**config.mk**
```make
export PLATFORM = sky130hd
export DESIGN_NAME = interrupt_enable_flag_bank
export DESIGN_NICKNAME = d
export VERILOG_FILES = /design/src/include/irq_bank_pkg.sv /design/src/verilog/interrupt_enable_flag_bank.sv
export SDC_FILE = /design/constraint.sdc
export NUM_CORES = 1
export LEC_CHECK = 0
export BUFFER_PORTS_ARGS = -buffer_cell sky130_fd_sc_hd__buf_2
export CORE_ASPECT_RATIO = 1.2
export CORE_MARGIN = 4
export CORE_UTILIZATION = 52
export CTS_CLUSTER_SIZE = 8
export DETAILED_ROUTE_END_ITERATION = 10
export PLACE_DENSITY = 0.81
export SETUP_SLACK_MARGIN = 0.15
export SYNTH_ARGS = -nofsm -noshare
export SYNTH_HDL_FRONTEND = slang
export SYNTH_SLANG_ARGS = --single-unit
```
**constraint.sdc**
```tcl
create_clock -name core_clk -period 3 [get_ports core_clk]
set_input_delay 0.45 -clock core_clk [delete_from_list [all_inputs] [get_ports core_clk]]
set_output_delay 0.45 -clock core_clk [all_outputs]
set_load 0.1 [all_outputs]
```
**src/include/irq_bank_pkg.sv**
```systemverilog
// Constants for the interrupt enable and request flag bank.
// Assumes a 32-bit AHB-Lite register port with one aligned word per register.
package irq_bank_pkg;

  // ************************************************************
  // Register map
  // ************************************************************
  localparam int          NUM_REGS        = 7;
  localparam logic [2:0]  IDX_CTRL_A      = 3'h0;
  localparam logic [2:0]  IDX_CTRL_B      = 3'h1;
  localparam logic [2:0]  IDX_CTRL_C      = 3'h2;
  localparam logic [2:0]  IDX_GRP_TIMER0  = 3'h3;
  localparam logic [2:0]  IDX_GRP_PERIPH  = 3'h4;
  localparam logic [2:0]  IDX_GRP_TIMER1  = 3'h5;
  localparam logic [2:0]  IDX_GRP_TIMER2  = 3'h6;
  localparam logic [31:0] ADDR_BASE_MASK  = 32'hFFFF_FFE0;
  localparam logic [31:0] ADDR_CTRL_A     = 32'h0000_0000;
  localparam logic [31:0] ADDR_GRP_TIMER2 = 32'h0000_0018;

  // ************************************************************
  // Field layout and reset values
  // ************************************************************
  localparam int         FLAG_LSB   = 4;
  localparam int         ENABLE_LSB = 0;
  localparam int         GIE_BIT    = 0;
  localparam int         TIMER_A_OF = 1;
  localparam int         TIMER_P_OF = 0;
  localparam int         TIMEOUT_OF = 3;
  localparam logic [7:0] RESET_VALUE     = 8'h00;
  localparam logic [7:0] MASK_CTRL_A     = 8'h7F;
  localparam logic [7:0] MASK_FULL       = 8'hFF;
  localparam logic [7:0] MASK_GRP_TIMER  = 8'h33;
  localparam logic [7:0] MASK_GRP_TIMER1 = 8'hBB;

  // ************************************************************
  // Vectored sources, lowest number served first
  // ************************************************************
  localparam int         NUM_VECTORS   = 11;
  localparam logic [3:0] VEC_EXT_PIN0  = 4'h0;
  localparam logic [3:0] VEC_EXT_PIN1  = 4'h1;
  localparam logic [3:0] VEC_GROUP0    = 4'h2;
  localparam logic [3:0] VEC_CONV_DONE = 4'h3;
  localparam logic [3:0] VEC_TICK0     = 4'h4;
  localparam logic [3:0] VEC_TICK1     = 4'h5;
  localparam logic [3:0] VEC_GROUP1    = 4'h6;
  localparam logic [3:0] VEC_GROUP2    = 4'h7;
  localparam logic [3:0] VEC_GROUP3    = 4'h8;
  localparam logic [3:0] VEC_CMP0      = 4'h9;
  localparam logic [3:0] VEC_CMP1      = 4'hA;

  // ************************************************************
  // Bus constants
  // ************************************************************
  localparam logic [1:0]  HTRANS_NONSEQ = 2'h2;
  localparam logic        HRESP_OKAY    = 1'h0;
  localparam logic [31:0] HRDATA_ZERO   = 32'h0000_0000;

endpackage : irq_bank_pkg

```
**src/verilog/interrupt_enable_flag_bank.sv**
```systemverilog
// Interrupt enable and request flag bank with an AHB-Lite register port.
// Assumes event inputs are one-cycle pulses from logic on core_clk, and that
// the core answers irq_request with a one-cycle irq_ack naming the vector.
//
// Added by the designer: the AHB-Lite interface to the registers and the register offsets.
`timescale 1ns/1ps

// Overview of operation
// - Control register A bit 0 is global enable; 0 blocks, 1 allows interrupts.
// - Register A bits 1,2,3 enable external pin 0, pin 1, group 0.
// - Register A bits 4,5,6 are external pin 0, pin 1, group 0 flags.
// - Register A bit 7 is absent: writes ignored, reads zero.
// - Register B flags: bit7 group 1, bit6 tick 1, bit5 tick 0, bit4 conversion.
// - Register B enables: bit3 group 1, bit2 tick 1, bit1 tick 0, bit0 conversion.
// - Register C flags: bit7 comparator 1, bit6 comparator 0, bit5 group 3, bit4 group 2.
// - Register C enables: bit3 comparator 1, bit2 comparator 0, bit1 group 3, bit0 group 2.
// - Timer 0 group register: match A/P flags bits 5/4, enables bits 1/0.
// - Timer 0 and timer 2 group registers: bits 7:6 and 3:2 read zero.
// - Peripheral group flags: serial port 7, serial module 6, nvm 5, low voltage 4.
// - Peripheral group enables in bits 3 to 0, same order as flags.
// - Timer 1 group flags: bus timeout bit 7, match A bit 5, match P bit 4.
// - Timer 1 group enables: bus timeout bit 3, match A bit 1, match P bit 0.
// - Timer 1 group bits 6 and 2 are absent and read zero.
// - Timer 2 group register: match A/P flags bits 5/4, enables bits 1/0.
// - Flags: 1 pending, 0 none; software reads and writes them freely.
// - A flag requests service only with its enable and global enable both set.
// - Taking an interrupt clears global enable; new flags still get recorded.
// - Group flag sets when an enabled member flag appears while none was pending; clears when group serviced.
// - Any set request flag wakes the device from sleep or idle.
module interrupt_enable_flag_bank (
  // Clock, reset and clock enable
  input  wire  logic        core_clk,
  input  wire  logic        reset,
  input  wire  logic        clk_en,
  // AHB-Lite slave port
  input  wire  logic        hsel,
  input  wire  logic [31:0] haddr,
  input  wire  logic [1:0]  htrans,
  input  wire  logic        hwrite,
  input  wire  logic [2:0]  hsize,
  input  wire  logic        hready,
  input  wire  logic [31:0] hwdata,
  output logic              hreadyout,
  output logic              hresp,
  output logic [31:0]       hrdata,
  // Primary source events
  input  wire  logic        ext_pin0_event,
  input  wire  logic        ext_pin1_event,
  input  wire  logic        conv_done_event,
  input  wire  logic        tick0_event,
  input  wire  logic        tick1_event,
  input  wire  logic        cmp0_event,
  input  wire  logic        cmp1_event,
  // Group member events
  input  wire  logic        timer0_match_a_event,
  input  wire  logic        timer0_match_p_event,
  input  wire  logic        timer1_match_a_event,
  input  wire  logic        timer1_match_p_event,
  input  wire  logic        timer2_match_a_event,
  input  wire  logic        timer2_match_p_event,
  input  wire  logic        serial_port_event,
  input  wire  logic        serial_module_event,
  input  wire  logic        nvm_write_event,
  input  wire  logic        low_volt_event,
  input  wire  logic        bus_timeout_event,
  // Processor core side
  output logic              irq_request,
  output logic [3:0]        irq_vector_id,
  input  wire  logic        irq_ack,
  input  wire  logic [3:0]  irq_ack_id,
  output logic              wake_request
);

  import irq_bank_pkg::*;

  // ************************************************************
  // Helper functions
  // ************************************************************

  // Implemented-bit mask for each register; absent bits never store.
  function automatic logic [7:0] reg_mask(input logic [2:0] idx);
    logic [7:0] m;
    m = 8'h00;
    case (idx)
      IDX_CTRL_A:     m = MASK_CTRL_A;
      IDX_CTRL_B:     m = MASK_FULL;
      IDX_CTRL_C:     m = MASK_FULL;
      IDX_GRP_TIMER0: m = MASK_GRP_TIMER;
      IDX_GRP_PERIPH: m = MASK_FULL;
      IDX_GRP_TIMER1: m = MASK_GRP_TIMER1;
      IDX_GRP_TIMER2: m = MASK_GRP_TIMER;
      default:        m = 8'h00;
    endcase
    return m;
  endfunction : reg_mask

  // True when a group register holds a member flag together with its enable.
  function automatic logic member_pending(input logic [7:0] r);
    return |(r[FLAG_LSB +: 4] & r[ENABLE_LSB +: 4]);
  endfunction : member_pending

  // Lowest-numbered pending vector wins when several are pending at once.
  function automatic logic [3:0] first_set(input logic [NUM_VECTORS-1:0] v);
    logic [3:0] id;
    id = 4'h0;
    for (int i = NUM_VECTORS - 1; i >= 0; i--) begin
      if (v[i]) begin
        id = 4'(i);
      end
    end
    return id;
  endfunction : first_set

  // ************************************************************
  // State
  // ************************************************************
  logic [7:0]             regs      [NUM_REGS];
  logic [7:0]             next_regs [NUM_REGS];
  logic                   wr_pending;
  logic [2:0]             wr_idx;
  logic                   wr_hit;
  logic [3:0]             group_cond;
  logic [3:0]             group_cond_q;
  logic [3:0]             group_rise;
  logic [NUM_VECTORS-1:0] pending;
  logic [NUM_VECTORS-1:0] ack_clear;
  logic                   addr_hit;
  logic [2:0]             addr_idx;
  logic                   bus_take;
  logic                   global_en;

  // ************************************************************
  // AHB-Lite address phase
  // ************************************************************

  // The slave never inserts wait states and always answers OKAY.
  assign hreadyout = 1'b1;
  assign hresp     = HRESP_OKAY;

  // Decode of the word address; anything outside the seven words is unmapped.
  assign addr_idx = haddr[4:2];
  assign addr_hit = ((haddr & ADDR_BASE_MASK) == ADDR_CTRL_A) && (haddr <= ADDR_GRP_TIMER2);
  assign bus_take = hsel && hready && (htrans == HTRANS_NONSEQ || htrans == 2'h3);

  // Writes are remembered for the data phase, where hwdata stands.
  always_ff @(posedge core_clk) begin
    if (reset) begin
      wr_pending <= 1'b0;
      wr_idx     <= 3'h0;
      wr_hit     <= 1'b0;
    end else if (clk_en) begin
      if (hready) begin
        wr_pending <= bus_take && hwrite;
        wr_idx     <= addr_idx;
        wr_hit     <= addr_hit;
      end
    end
  end

  // Read data is captured from the next register state, so a write in the
  // data phase just ahead of a read is already visible to that read.
  always_ff @(posedge core_clk) begin
    if (reset) begin
      hrdata <= HRDATA_ZERO;
    end else if (clk_en) begin
      if (bus_take && !hwrite && addr_hit) begin
        hrdata <= {24'h00_0000, next_regs[addr_idx] & reg_mask(addr_idx)};
      end else if (bus_take && !hwrite) begin
        hrdata <= HRDATA_ZERO;
      end
    end
  end

  // ************************************************************
  // Request evaluation
  // ************************************************************

  // Each primary flag sits four bits above its enable in registers B and C, three bits above in register A.
  assign pending = {
    regs[IDX_CTRL_C][7:4] & regs[IDX_CTRL_C][3:0],
    regs[IDX_CTRL_B][7:4] & regs[IDX_CTRL_B][3:0],
    regs[IDX_CTRL_A][6:4] & regs[IDX_CTRL_A][3:1]
  };

  assign global_en = regs[IDX_CTRL_A][GIE_BIT];

  // One-hot clear of the flag whose vector the core has just taken.
  always_comb begin
    ack_clear = '0;
    if (irq_ack && irq_ack_id < 4'(NUM_VECTORS)) begin
      ack_clear[irq_ack_id] = 1'b1;
    end
  end

  // Request and vector are registered so the core sees stable values.
  always_ff @(posedge core_clk) begin
    if (reset) begin
      irq_request   <= 1'b0;
      irq_vector_id <= 4'h0;
    end else if (clk_en) begin
      irq_request   <= next_regs[IDX_CTRL_A][GIE_BIT] && (|next_pending());
      irq_vector_id <= first_set(next_pending());
    end
  end

  // Pending vector as it will stand after this edge.
  function automatic logic [NUM_VECTORS-1:0] next_pending();
    return {next_regs[IDX_CTRL_C][7:4] & next_regs[IDX_CTRL_C][3:0],
            next_regs[IDX_CTRL_B][7:4] & next_regs[IDX_CTRL_B][3:0],
            next_regs[IDX_CTRL_A][6:4] & next_regs[IDX_CTRL_A][3:1]};
  endfunction : next_pending

  // Any flag held anywhere keeps the wake request up until software or an acknowledge clears it.
  always_ff @(posedge core_clk) begin
    if (reset) begin
      wake_request <= 1'b0;
    end else if (clk_en) begin
      wake_request <= 1'b0;
      for (int i = 0; i < NUM_REGS; i++) begin
        if (|(next_regs[i] & reg_mask(3'(i)) & 8'hF0)) begin
          wake_request <= 1'b1;
        end
      end
    end
  end

  // ************************************************************
  // Group aggregation
  // ************************************************************

  // A group raises its flag when it goes from no enabled pending member to at least one.
  // Edge detection keeps a serviced group from re-arming on a member that
  // software has not yet cleared.
  assign group_cond[0] = member_pending(regs[IDX_GRP_TIMER0]);
  assign group_cond[1] = member_pending(regs[IDX_GRP_PERIPH]);
  assign group_cond[2] = member_pending(regs[IDX_GRP_TIMER1]);
  assign group_cond[3] = member_pending(regs[IDX_GRP_TIMER2]);
  assign group_rise    = group_cond & ~group_cond_q;

  always_ff @(posedge core_clk) begin
    if (reset) begin
      group_cond_q <= 4'h0;
    end else if (clk_en) begin
      group_cond_q <= group_cond;
    end
  end

  // ************************************************************
  // Register update
  // ************************************************************

  // Order of effect: software write, then service clears, then hardware sets,
  // so an event in the cycle of its clear is never lost.
  always_comb begin
    for (int i = 0; i < NUM_REGS; i++) begin
      next_regs[i] = regs[i];
    end

    // Software writes go straight into flags and enables alike.
    if (wr_pending && wr_hit) begin
      next_regs[wr_idx] = hwdata[7:0] & reg_mask(wr_idx);
    end

    // Taking a vector clears its own flag and the global enable.
    if (irq_ack) begin
      next_regs[IDX_CTRL_A][GIE_BIT] = 1'b0;
    end
    next_regs[IDX_CTRL_A][6:4] = next_regs[IDX_CTRL_A][6:4] & ~ack_clear[2:0];
    next_regs[IDX_CTRL_B][7:4] = next_regs[IDX_CTRL_B][7:4] & ~ack_clear[6:3];
    next_regs[IDX_CTRL_C][7:4] = next_regs[IDX_CTRL_C][7:4] & ~ack_clear[10:7];

    // Primary source events.
    next_regs[IDX_CTRL_A][FLAG_LSB]     |= ext_pin0_event;
    next_regs[IDX_CTRL_A][FLAG_LSB + 1] |= ext_pin1_event;
    next_regs[IDX_CTRL_A][FLAG_LSB + 2] |= group_rise[0];
    next_regs[IDX_CTRL_B][FLAG_LSB]     |= conv_done_event;
    next_regs[IDX_CTRL_B][FLAG_LSB + 1] |= tick0_event;
    next_regs[IDX_CTRL_B][FLAG_LSB + 2] |= tick1_event;
    next_regs[IDX_CTRL_B][FLAG_LSB + 3] |= group_rise[1];
    next_regs[IDX_CTRL_C][FLAG_LSB]     |= group_rise[2];
    next_regs[IDX_CTRL_C][FLAG_LSB + 1] |= group_rise[3];
    next_regs[IDX_CTRL_C][FLAG_LSB + 2] |= cmp0_event;
    next_regs[IDX_CTRL_C][FLAG_LSB + 3] |= cmp1_event;

    // Group member events.
    next_regs[IDX_GRP_TIMER0][FLAG_LSB + TIMER_P_OF] |= timer0_match_p_event;
    next_regs[IDX_GRP_TIMER0][FLAG_LSB + TIMER_A_OF] |= timer0_match_a_event;
    next_regs[IDX_GRP_PERIPH][FLAG_LSB]     |= low_volt_event;
    next_regs[IDX_GRP_PERIPH][FLAG_LSB + 1] |= nvm_write_event;
    next_regs[IDX_GRP_PERIPH][FLAG_LSB + 2] |= serial_module_event;
    next_regs[IDX_GRP_PERIPH][FLAG_LSB + 3] |= serial_port_event;
    next_regs[IDX_GRP_TIMER1][FLAG_LSB + TIMER_P_OF] |= timer1_match_p_event;
    next_regs[IDX_GRP_TIMER1][FLAG_LSB + TIMER_A_OF] |= timer1_match_a_event;
    next_regs[IDX_GRP_TIMER1][FLAG_LSB + TIMEOUT_OF] |= bus_timeout_event;
    next_regs[IDX_GRP_TIMER2][FLAG_LSB + TIMER_P_OF] |= timer2_match_p_event;
    next_regs[IDX_GRP_TIMER2][FLAG_LSB + TIMER_A_OF] |= timer2_match_a_event;
  end

  // Storage; enables in bits 3:0 follow writes only, except global enable, which an acknowledge also clears.
  always_ff @(posedge core_clk) begin
    if (reset) begin
      for (int i = 0; i < NUM_REGS; i++) begin
        regs[i] <= RESET_VALUE;
      end
    end else if (clk_en) begin
      for (int i = 0; i < NUM_REGS; i++) begin
        regs[i] <= next_regs[i] & reg_mask(3'(i));
      end
    end
  end

endmodule : interrupt_enable_flag_bank

```
### After elaboration in Yosys (flattened, before gate mapping)

Memories as Yosys holds them, arrays and structs flattened.
Index checks and enable logic that the tools add are counted.

* register bits: 47
* RAM bits: 56
* input port bits: 98
* output and inout port bits: 40
* word-level logic and storage cells: 177
* memories: 1

* $lt $le $gt $ge: 7
* equal/unequal tests: 14
* muxes and demuxes: 57
* bitwise gates (word level): 55
* reductions and logical operators: 35

Memory list
* regs: words 7, bits a word 8, read ports 7, clocked after memory_dff 0, wr ports 7, line interrupt_enable_flag_bank.sv:117 `logic [7:0] regs [NUM_REGS];`

Operators with widths (count)
* two-way mux 8 bit: 22
* bitwise AND 8 bit: 9
* two-way mux 32 bit: 2
* case mux 8 bit (4 select lines): 2
* bitwise mux 56 bit: 1
* two-way mux 56 bit: 1
* two-way mux 4 bit: 11
* OR reduction 4 bit: 11
* bitwise AND 4 bit: 9
* <= comparator 32 x 5 -> 1 bit, second input constant: 1
* zero test 32 bit: 1
* bitwise OR 1 bit: 29
* binary-select mux 8 bit (select 3 bit): 1
* demux 8 bit (select 3 bit): 1
* equality test 3 bit, second input constant: 6
* two-way mux 1 bit: 14
* equality test 3 x 2 -> 1 bit, second input constant: 4
* NOT 4 bit: 3
* logical AND 1 bit: 11
* two-way mux 11 bit: 1
* OR reduction 11 bit: 1
* greater-or-equal comparator 4 bit, second input constant: 2
* NOT 3 -> 4 bit: 2
* bitwise AND 3 bit: 2
* 15 further kinds: 21

### Depth between registers and ports, before layout

Gate-level depths: netlist (run 1).

* depth in word-level cells: 21
* mapped depth: 8

### Least setup slack after synthesis (run 1)

OpenSTA, ideal clock, no wires.

* kind: flip-flop to flip-flop
* from: register wr_idx[0]
* to: register wake_request
* library setup time: 0.131 ns
* arrival time: 2.008 ns
* slack: 0.861 ns
* cell stages (with the launch flop): 8
* cells stage by stage: dfxtp_1 > buf_2 > nor3b_4 > nand2_2 > a211o_1 > or4_1 > nor4_1 > a31oi_1

* word-level cells in the longest chain between the ends: 18
* elaborated cells on any way between the ends: 66
* classes of those cells: order compare: 2; eq/ne: 6; mux: 13; bitwise: 34; reduce/logical: 11

RTL lines
* from (decl): line interrupt_enable_flag_bank.sv:120 `logic [2:0] wr_idx;`
* from (signal assigned): line interrupt_enable_flag_bank.sv:154 `wr_idx <= addr_idx;`
* NOT 3 -> 4 bit (implied by the code) (tied with other cells): line interrupt_enable_flag_bank.sv:261 `next_regs[wr_idx] = hwdata[7:0] & reg_mask(wr_idx);`
* greater-or-equal comparator 4 bit (implied by the code) (tied with other cells): line interrupt_enable_flag_bank.sv:261
* logical AND 1 bit (implied by the code) or case mux 8 bit (4 select lines) (tied branches): line interrupt_enable_flag_bank.sv:261, interrupt_enable_flag_bank.sv:84
* two-way mux 8 bit (on tied branches): line interrupt_enable_flag_bank.sv:261, interrupt_enable_flag_bank.sv:260
* demux 8 bit (select 3 bit) or bitwise AND 8 bit (tied branches): line interrupt_enable_flag_bank.sv:261
* bitwise mux 56 bit *: line interrupt_enable_flag_bank.sv:261
* two-way mux 56 bit *: line interrupt_enable_flag_bank.sv:260 `if (wr_pending && wr_hit) begin`
* bitwise AND 3 bit: line interrupt_enable_flag_bank.sv:268 `next_regs[IDX_CTRL_A][6:4] = next_regs[IDX_CTRL_A][6:4] & ~ack_clear[2:0];`
* bitwise OR 1 bit (on tied branches): line interrupt_enable_flag_bank.sv:273, interrupt_enable_flag_bank.sv:274, interrupt_enable_flag_bank.sv:275
* bitwise AND 8 bit: line interrupt_enable_flag_bank.sv:220 `if (|(next_regs[i] & reg_mask(3'(i)) & 8'hF0)) begin`
* OR reduction 4 bit: line interrupt_enable_flag_bank.sv:220
* two-way mux 1 bit (6 in a row): line interrupt_enable_flag_bank.sv:220
* two-way mux 1 bit *: line interrupt_enable_flag_bank.sv:220
* to (signal assigned): line interrupt_enable_flag_bank.sv:216 `wake_request <= 1'b0;`
* to (signal assigned): line interrupt_enable_flag_bank.sv:218 `wake_request <= 1'b0;`
* to (signal assigned): line interrupt_enable_flag_bank.sv:221 `wake_request <= 1'b1;`
* to (decl): line interrupt_enable_flag_bank.sv:71 `output logic wake_request`

Mark *: on every way between the ends. The rest lies on a longest branch, timed or not. The select of a mux whose other input is x is not followed.
A chain may end at the register's enable or synchronous reset.

### Final worst setup path (run 1)

* from: register wr_pending
* to: register wake_request

* word-level cells in the longest chain between the ends: 13
* elaborated cells on any way between the ends: 48
* classes of those cells: mux: 8; bitwise: 32; reduce/logical: 8

RTL lines
* from (decl): line interrupt_enable_flag_bank.sv:119 `logic wr_pending;`
* from (signal assigned): line interrupt_enable_flag_bank.sv:153 `wr_pending <= bus_take && hwrite;`
* logical AND 1 bit *: line interrupt_enable_flag_bank.sv:260
* two-way mux 56 bit *: line interrupt_enable_flag_bank.sv:260
* bitwise AND 3 bit: line interrupt_enable_flag_bank.sv:268
* bitwise OR 1 bit (on tied branches): line interrupt_enable_flag_bank.sv:273, interrupt_enable_flag_bank.sv:274, interrupt_enable_flag_bank.sv:275
* bitwise AND 8 bit: line interrupt_enable_flag_bank.sv:220
* OR reduction 4 bit: line interrupt_enable_flag_bank.sv:220
* two-way mux 1 bit (6 in a row): line interrupt_enable_flag_bank.sv:220
* two-way mux 1 bit *: line interrupt_enable_flag_bank.sv:220

Mark *: on every way between the ends. The rest lies on a longest branch, timed or not.

==> reports/qor.csv, run 1 <==
stage,metric,value,unit
sta,hold_viol,0,
sta,setup_viol,0,
sta,slew_headroom,49.6,%
sta,fin_skew,0.00408,ns
critical_path,critPathArrivalTime,2.92,ns
worst_hold_path,min_to,wr_pending,
placement,gp_congestion,0.952,
global_routing,grt_pass1_wl,21.6,mm
placement,port_buffers,83,
finish,final_cells,665,
route,drtAntennaViolNets,0,
logic_synthesis,ys_warn_count,0,
critical_path,cp_cell_sequence,"nor3b_4, nand2_2, a211o_1, or4_1, nor4_1, a31oi_1",
logic_synthesis,synthCells,461,
placement,dp.cells,649,
critical_path,startpoint_type,flip-flop,
sta,final_max_slew_viol_count,0,
sta,hold_slack,0.345,ns
worst_hold_path,min-delay-start,hwrite,
logic_synthesis,ys_seq_elements,68,
die,die_w,91.8,µm
placement,hpwl,11.2,mm
die,core_area,8150,µm²
die,die-area,9960,µm²
route,first_iter_violations,466,
finish,diodes,0,
finish,layout_commonest_cell,buf_2,
route,via_per_inst,6.32,
clock_tree,postCtsSetupBuffers,0,
sta,fin_crit,2.68,ns
global_routing,track_usage,29.0,%
worst_hold_path,hp-class,in2reg,
logic_synthesis,synthFlopType,edfxtp_1,
clock_tree,clk_pin_slew_worst_paths,0.07,ns
sta,worst_pin_slew,0.751,ns
sta,period_share,89.4,%
logic_synthesis,seq_area_frac_synth,41.4,%
critical_path,path_class,reg2reg,
clock_tree,cts_hold_buf,0,
route,wl,14.4,mm
die,start_util,53.7,%
critical_path,reg2reg_from,wr_pending,
global_routing,overflow,0,
critical_path,r2r_cells,6,
critical_path,r2r_setup_slack,0.32,ns
sta,fmax,0.373,GHz
clock_tree,cts_max_level,3,
logic_synthesis,avgSynthCellArea,9.50,µm²
critical_path,crit_path_end_kind,flip-flop,
global_routing,met3_usage,6.40,%
critical_path,cpMaxStageDelayCell,or4_1,
finish,mostFrequentLayoutCells,"83 x buf_2, 61 x nor2_1, 45 x edfxtp_1",
logic_synthesis,synthArstFlopShare,0,%
power,power.density,483,nW/µm²
global_routing,grt_max_degree,46,
sta,setup-tns-final,0,ns
logic_synthesis,synth_area,4380,µm²
route,wl_per_cell,21.7,µm
power,peakVddDrop,0.254,mV
critical_path,reg2reg_to,wake_request,
global_routing,gr-usage-met2,46.2,%
die,io_pins,138,
clock_tree,clock_path_buffers,2,
finish,syn_to_final_growth,15.3,%
route,post-route-drc-count,0,
logic_synthesis,synthDistinctLibCells,75,
critical_path,crit_fanout,9,
logic_synthesis,synth_edf_count,45,
job,cap_violations,0,
finish,fin_nets,644,
clock_tree,cts_made_buffers,9,
global_routing,grt_pass1_vias,3976,
global_routing,grt-busiest-layer,met2,
finish,drive_above_1_share,24.9,%
power,p_leak,1.98,nW
die,num_rows,36,
route,drt_first_pass_iters,7,
critical_path,critical_path.max_stage_delay,0.53,ns
sta,rsz0062_at_grt,false,
global_routing,use_met1,37.2,%
worst_hold_path,min_path_cells,3,
finish,postLayoutCellArea,5050,µm²
critical_path,cp.required,3.23,ns
clock_tree,clock_latency,0.36,ns
clock_tree,cts_tree,built,
die,die_y,109,µm
global_routing,antenna_found_initial,0,
placement,placed_area,4850,µm²
route,vias,4202,
power,finalPower,2.44,mW
clock_tree,cts-root-buf,clkbuf_8,
status,outcome,finished clean,
clock_tree,cts_num_sinks,68,
synthesized netlist by cell type, drive strengths merged (4+ instances only):
cell type / number / area, µm²
a21oi: 14 / 70.1
nand2: 27 / 104
a22oi: 6 / 45.0
edfxtp: 45 / 1350
nand3b: 5 / 37.5
a211o: 8 / 70.1
and3: 5 / 31.3
clkbuf: 14 / 52.6
a22o: 4 / 35.0
inv: 6 / 22.5
o22ai: 11 / 68.8
or4: 4 / 33.8
nor2b: 7 / 51.3
nor2: 64 / 267
nand3: 8 / 40.0
mux2i: 24 / 240
nand2b: 6 / 45.0
buf: 35 / 249
a31oi: 4 / 25.0
mux2: 7 / 78.8
dfxtp: 23 / 460
a211oi: 10 / 75.1
or3: 10 / 62.6
o21ai: 9 / 45.0
and2: 15 / 93.8
o21a: 4 / 30.0
nor4: 10 / 62.6
o31ai: 6 / 50.1
nor3: 13 / 65.1
report_power, final:
group	switching, mW	internal, mW	total [mW]
clock network	0.374	0.432	0.806
logic	0.401	0.147	0.548
registers	0.0321	1.06	1.09
total	0.807	1.64	2.44
cell families after synthesis:
group,after synthesis,synth area share [%]
other,2,0.171
AO/OA/AOI/OAI,116,20.2
multiplexers,32,7.80
AND/OR/NAND/NOR,187,23.0
flip-flops,68,41.4
buffers and inverters,56,7.49
worst max-delay path by stage:
stage               startpoint               end  slack, ns  depth (start not counted)
global route        wr_pending  irq_vector_id[3]       0.20                          6
floorplan            wr_idx[0]      wake_request       0.86                          7
finish              wr_pending      wake_request       0.32                          6
global placement    wr_pending      wake_request       0.43                          6
detailed placement  wr_pending  irq_vector_id[3]       0.26                          6
CTS                 wr_pending  irq_vector_id[3]       0.27                          6
metal layers:
metal / vias to the layer above / share of wire, %
met5: - / 0
met4: 0 / 4.8
met3: 47 / 9.5
met2: 286 / 47
met1: 1989 / 38
li1: 1880 / -
final cells by class:
cell class / count / area (µm²)
clock inverter: 4 / 47.5
sequential: 68 / 1810
clock buffer: 12 / 156
tap: 114 / 143
inverter: 7 / 26.3
fill: 720 / 3100
multi-input combinational: 361 / 2330
timing repair buffer: 99 / 536
stage by stage:
step,utilization (%),worst slack [ns]
after floorplan,-,0.861
after global placement,59.4,0.430
after detailed placement,59.4,0.265
after CTS,61.9,0.271
after global routing,62.0,0.198
final,62.0,0.318
worst max-delay path: cells and delay by family, from the launching register on:
family	cells	cell delay (ns)
compound gates	2	0.51
flops	1	0.52
simple gates	4	1.53
state kept, by name (all words and copies together), names as in the netlist:
register	flops
wake_request	1
wr_pending	1
group_cond_q	4
wr_hit	1
regs	45
irq_request	1
hrdata	8
wr_idx	3
irq_vector_id	4
timing repair:
item / in CTS / in global routing
endpoints found under the hold margin: 0 / 0
gates resized for setup: 0 / 1
endpoints found under the setup margin: 0 / 5
Power figures use the tool's default switching activity.
==> inputs of run 2 (changes only) <==
ABC_AREA = 1   (was default)
==> reports/qor.csv, run 2 <==
stage,metric,value,unit
logic_synthesis,yosys.area.top_type,edfxtp_1,
logic_synthesis,synthCells,630,
status,outcome,finished clean,
logic_synthesis,synthFlopType,edfxtp_1,
global_routing,overflow,0,
sta,setup-tns-final,0,ns
worst_hold_path,hp-class,in2reg,
global_routing,track_usage,26.3,%
clock_tree,clk_pin_slew_worst_paths,0.07,ns
logic_synthesis,yosysMostFrequentCell,nand2_1,
critical_path,crit_path_end_kind,flip-flop,
logic_synthesis,ys_warn_count,0,
clock_tree,cts-root-buf,clkbuf_8,
logic_synthesis,synth_area_leaders,"edfxtp_1 30%, nand2_1 15%, dfxtp_1 10%",
finish,largest_registers,"regs (45), hrdata (8)",
finish,final_util,61.9,%
finish,drive_above_1_share,20.2,%
placement,hpwl,9.90,mm
route,wl,12.6,mm
sta,period_share,70.7,%
clock_tree,cts_num_sinks,68,
global_routing,grt_pass1_wl,20.5,mm
finish,postLayoutCellArea,5100,µm²
logic_synthesis,synth.top_cell.area_share,30.3,%
logic_synthesis,avgSynthCellArea,7.08,µm²
route,wl_per_cell,15.0,µm
clock_tree,postCtsSetupBuffers,0,
critical_path,startpoint_type,flip-flop,
sta,setup_viol,0,
logic_synthesis,seq_area_frac_synth,40.6,%
critical_path,crit_fanout,5,
route,drtAntennaViolNets,0,
die,die_y,109,µm
critical_path,critPathArrivalTime,2.38,ns
power,peakVddDrop,0.343,mV
sta,fin_skew,0.00598,ns
die,io_pins,138,
route,via_per_inst,5.27,
die,num_rows,36,
sta,rsz0062_at_grt,false,
logic_synthesis,synth_area,4460,µm²
sta,final_max_slew_viol_count,0,
clock_tree,cts_made_buffers,9,
clock_tree,cts_hold_buf,0,
finish,largest_reg_flops,45,
finish,syn_to_final_growth,14.3,%
finish,regMostFlops,regs,
die,start_util,54.1,%
logic_synthesis,synthArstFlopShare,0,%
placement,port_buffers,83,
route,post-route-drc-count,0,
logic_synthesis,ys_seq_elements,68,
die,die-area,10100,µm²
power,p_leak,2.46,nW
global_routing,grt_pass1_vias,4383,
critical_path,cp.required,3.26,ns
finish,fin_nets,816,
sta,hold_slack,0.375,ns
sta,fin_crit,2.12,ns
global_routing,antenna_found_initial,0,
die,die_w,92.6,µm
route,first_iter_violations,308,
sta,slew_headroom,56.9,%
power,power.density,471,nW/µm²
global_routing,grt_max_degree,49,
route,vias,4410,
die,core_area,8240,µm²
power,finalPower,2.40,mW
finish,n_fill_cell,778,
sta,hold_viol,0,
clock_tree,cts_tree,built,
finish,diodes,0,
logic_synthesis,synth_common_cells,"177 x nand2_1, 85 x nor2_1, 83 x inv_1",
job,cap_violations,0,
logic_synthesis,synthDistinctLibCells,44,
sta,fmax,0.471,GHz
placement,placed_area,4910,µm²
sta,worst_pin_slew,0.640,ns
logic_synthesis,synth_edf_count,45,
critical_path,path_class,reg2reg,
finish,layout_commonest_cell,nand2_1,
clock_tree,cts_max_level,3,
clock_tree,clock_path_buffers,2,
placement,gp_congestion,0.955,
clock_tree,clock_latency,0.36,ns
route,drt_first_pass_iters,5,
finish,mostFrequentLayoutCells,"177 x nand2_1, 85 x nor2_1, 83 x inv_1, 83 x buf_2, 45 x edfxtp_1",
clock_tree,cts_resized,0,
## run 2: path summary, 6_finish.rpt
| path | startpoint | end | slack, ns | cells past startpoint |
|---|---|---|---|---|
| setup / recovery | wr_idx[2] | wake_request | 0.88 | 10 |
| hold / removal | hsel | wr_pending | 0.38 | 3 |
| setup reg to reg | wr_idx[2] | wake_request | 0.88 | 10 |
| hold reg to reg | irq_vector_id[0] | irq_vector_id[0] | 0.45 | 2 |
## run 2: kinds of logic after synthesis
logic type | count (synthesis) | share of synthesized area (%)
AO/OA/AOI/OAI | 102 | 13.9
buffers and inverters | 125 | 12.8
flip-flops | 68 | 40.6
other | 2 | 0.168
AND/OR/NAND/NOR | 333 | 32.6
## run 2: routing by layer
layer / global-route usage [%] / vias up / share of wire, %
li1: - / 2159 / -
met1: 29.6 / 1967 / 38
met2: 46.1 / 232 / 48
met3: 4.79 / 52 / 8.8
met4: 16.5 / 0 / 5.3
met5: 0 / - / 0
## run 2: worst max-delay path: stages, from the launching register on
cell and delay, ns:
dfxtp_1 0.36, nor2_1 0.34, nand2_1 0.09, nand3_1 0.26, nand2_1 0.11, a31oi_2 0.30, inv_1 0.10, nor3_1 0.20
nand3_1 0.12, nand2_1 0.08, nand2_1 0.05
## run 2: per-stage QoR
stage                     std cells  setup WS (ns)
after global routing            837          0.747
after global placement          821          0.962
final                           837          0.878
after detailed placement        821          0.908
after CTS                       837          0.893
after floorplan                 654           1.13
## run 2: cell type report
class | instances | area, µm² | share of cell area, %
inverter | 92 | 348 | 6.82
multi-input combinational | 461 | 2170 | 42.5
timing repair buffer | 86 | 438 | 8.58
clock inverter | 6 | 53.8 | 1.05
clock buffer | 10 | 138 | 2.70
tap | 114 | 143 | 2.80
sequential | 68 | 1810 | 35.5
## run 2: power breakdown
part | total (mW) | internal (mW) | switching (mW)
Combinational | 0.563 | 0.131 | 0.432
Sequential | 1.09 | 1.06 | 0.0285
Clock | 0.755 | 0.398 | 0.358
==> inputs of run 3 (changes only) <==
clock period = 2 ns   (was 3 ns; I/O delays follow)
==> reports/qor.csv, run 3 (synthesized netlist as in run 2, its figures left out) <==
stage,metric,value,unit
finish,fin_nets,857,
critical_path,cp_cell_sequence,"nand2_1, inv_2, nand2_4, nand2_4, buf_4, nor2_2, a211oi_4, nand3_2, nor3_4, nand3_1, nand2_1, nand2_1",
die,io_pins,138,
global_routing,grt_max_degree,43,
critical_path,cp.required,2.27,ns
global_routing,grt_pass1_wl,21.5,mm
sta,final_max_slew_viol_count,0,
die,die-area,10100,µm²
route,drtAntennaViolNets,0,
die,die_y,109,µm
sta,rsz0062_at_grt,true,
route,wl,14.6,mm
finish,largest_registers,"regs (45), hrdata (8)",
critical_path,reg2reg_from,wr_idx[1],
critical_path,critical_path.max_stage_delay,0.41,ns
job,cap_violations,0,
global_routing,overflow,0,
sta,slew_headroom,58.8,%
global_routing,gr-usage-met2,50.0,%
power,combPwrFrac,25.7,%
power,clock_power_share,32.1,%
finish,final_util,70.9,%
worst_hold_path,hp-class,in2reg,
critical_path,path_class,reg2reg,
route,vias,4698,
global_routing,antenna_found_initial,0,
global_routing,grt_pass1_vias,4389,
finish,drive_above_1_share,32.5,%
power,p_sw,1.36,mW
critical_path,path_buf_inv,2,
worst_hold_path,min_to,wr_pending,
critical_path,cp_common_cell,nand2_1,
critical_path,r2r_cells,12,
clock_tree,cts_max_level,3,
sta,finalWorstSetupSlack,0.0310,ns
placement,gp_congestion,0.965,
sta,fin_skew,0.0103,ns
critical_path,cpMaxStageDelayCell,dfxtp_4,
finish,n_fill_cell,668,
power,p_int,2.53,mW
clock_tree,clock_path_buffers,2,
power,p_leak,2.77,nW
global_routing,grt-busiest-layer,met2,
global_routing,use_met1,32.4,%
clock_tree,cts-root-buf,clkbuf_8,
route,first_iter_violations,401,
route,drt_first_pass_iters,5,
clock_tree,cts_num_sinks,68,
route,post-route-drc-count,0,
power,pwr-share-seq,42.2,%
sta,fin_crit,1.97,ns
placement,post-place-ws,-0.111,ns
critical_path,crit_fanout,6,
worst_hold_path,min_path_cells,3,
critical_path,reg2reg_to,wake_request,
die,start_util,54.1,%
finish,syn_to_final_growth,31.0,%
worst_hold_path,min-delay-start,hsel,
sta,setup_viol,0,
global_routing,met3_usage,6.09,%
global_routing,track_usage,28.2,%
critical_path,r2r_setup_slack,0.03,ns
sta,hold_viol,0,
finish,largest_reg_flops,45,
die,die_w,92.6,µm
power,power.density,665,nW/µm²
placement,hpwl,10.8,mm
clock_tree,cts_tree,built,
die,core_area,8240,µm²
placement,port_buffers,83,
critical_path,crit_path_end_kind,flip-flop,
finish,diodes,0,
sta,period_share,98.4,%
critical_path,critPathArrivalTime,2.23,ns
power,finalPower,3.89,mW
finish,layout_commonest_cell,nand2_1,
clock_tree,cts_made_buffers,9,
power,peakVddDrop,0.535,mV
clock_tree,clk_pin_slew_worst_paths,0.08,ns
die,num_rows,36,
sta,worst_pin_slew,0.616,ns
clock_tree,cts_hold_buf,0,
status,outcome,finished clean,
finish,regMostFlops,regs,
critical_path,critPathTopFamily,simple AND/OR/NAND/NOR gates,
route,via_per_inst,5.35,
finish,mostFrequentLayoutCells,"154 x nand2_1, 83 x buf_2, 78 x nor2_1, 78 x inv_1, 45 x edfxtp_1",
power,p_sw_share,34.9,%
critical_path,startpoint_type,flip-flop,
route,wl_per_cell,16.6,µm
clock_tree,clock_latency,0.37,ns
sta,fmax,0.508,GHz
[run 3: cell count changes in the layout (fill, tap and decap cells not counted), moves of 5 or more]
cell / delta
dfxtp_4: +5
inv_1: -5
buf_4: +35
nand3_1: -6
nand2_4: +11
nand2_2: +12
dfxtp_1: -5
o21ai_0: -5
nand2_1: -23
nor2_1: -7
a21oi_1: -5
[run 3: layout make-up]
cell class / count / area (µm²) / area share, %
clock buffer: 12 / 199 / 3.40
inverter: 92 / 358 / 6.12
multi-input combinational: 463 / 2540 / 43.4
tap: 114 / 143 / 2.44
timing repair buffer: 125 / 754 / 12.9
sequential: 68 / 1830 / 31.3
clock inverter: 4 / 25.0 / 0.428
[run 3: worst max path at each step]
stage | startpoint | to | cells after the start
4_1_cts | wr_idx[0] | wake_request | 10
6_report | wr_idx[1] | wake_request | 12
3_5_place_dp | wr_idx[0] | wake_request | 10
5_1_grt | wr_idx[1] | wake_request | 14
3_3_place_gp | wr_idx[0] | wake_request | 10
2_1_floorplan | clk_en | regs[0][0] | 2
[run 3: repair_timing]
| action | 4_1_cts | 5_1_grt |
|---|---|---|
| cloned | 0 | 2 |
| setup buffers | 7 | 12 |
| pin swaps | 12 | 16 |
| endpoints found under the setup margin | 14 | 14 |
| resized for setup | 34 | 72 |
[run 3: power groups by stage]
stage	Sequential, mW	Combinational, mW	Clock, mW
final	1.64	0.999	1.25
after global routing	1.65	1.07	1.32
after floorplan	1.71	0.606	0
after detailed placement	1.66	0.883	0
after global placement	1.66	0.871	0
after CTS	1.63	0.910	1.25
[run 3: metrics by stage]
step,cell area (µm²),setup TNS (ns),hold WS (ns),cells
floorplan,4550,0,0.369,654
global placement,5070,-0.0747,0.433,841
detailed placement,5070,-0.111,0.443,841
CTS,5480,0,0.204,864
global route,5850,-0.169,0.234,878
finish,5850,0,0.206,878
[run 3: layer usage]
metal	wire [µm]	vias up
li1	-	2242
met1	5480	2137
met2	7340	264
met3	1030	55
met4	701	0
met5	0	-
[run 3: worst min-delay path: stages]
cell and delay, ns:
buf_2 0.11, nand4_1 0.07, a21oi_1 0.06
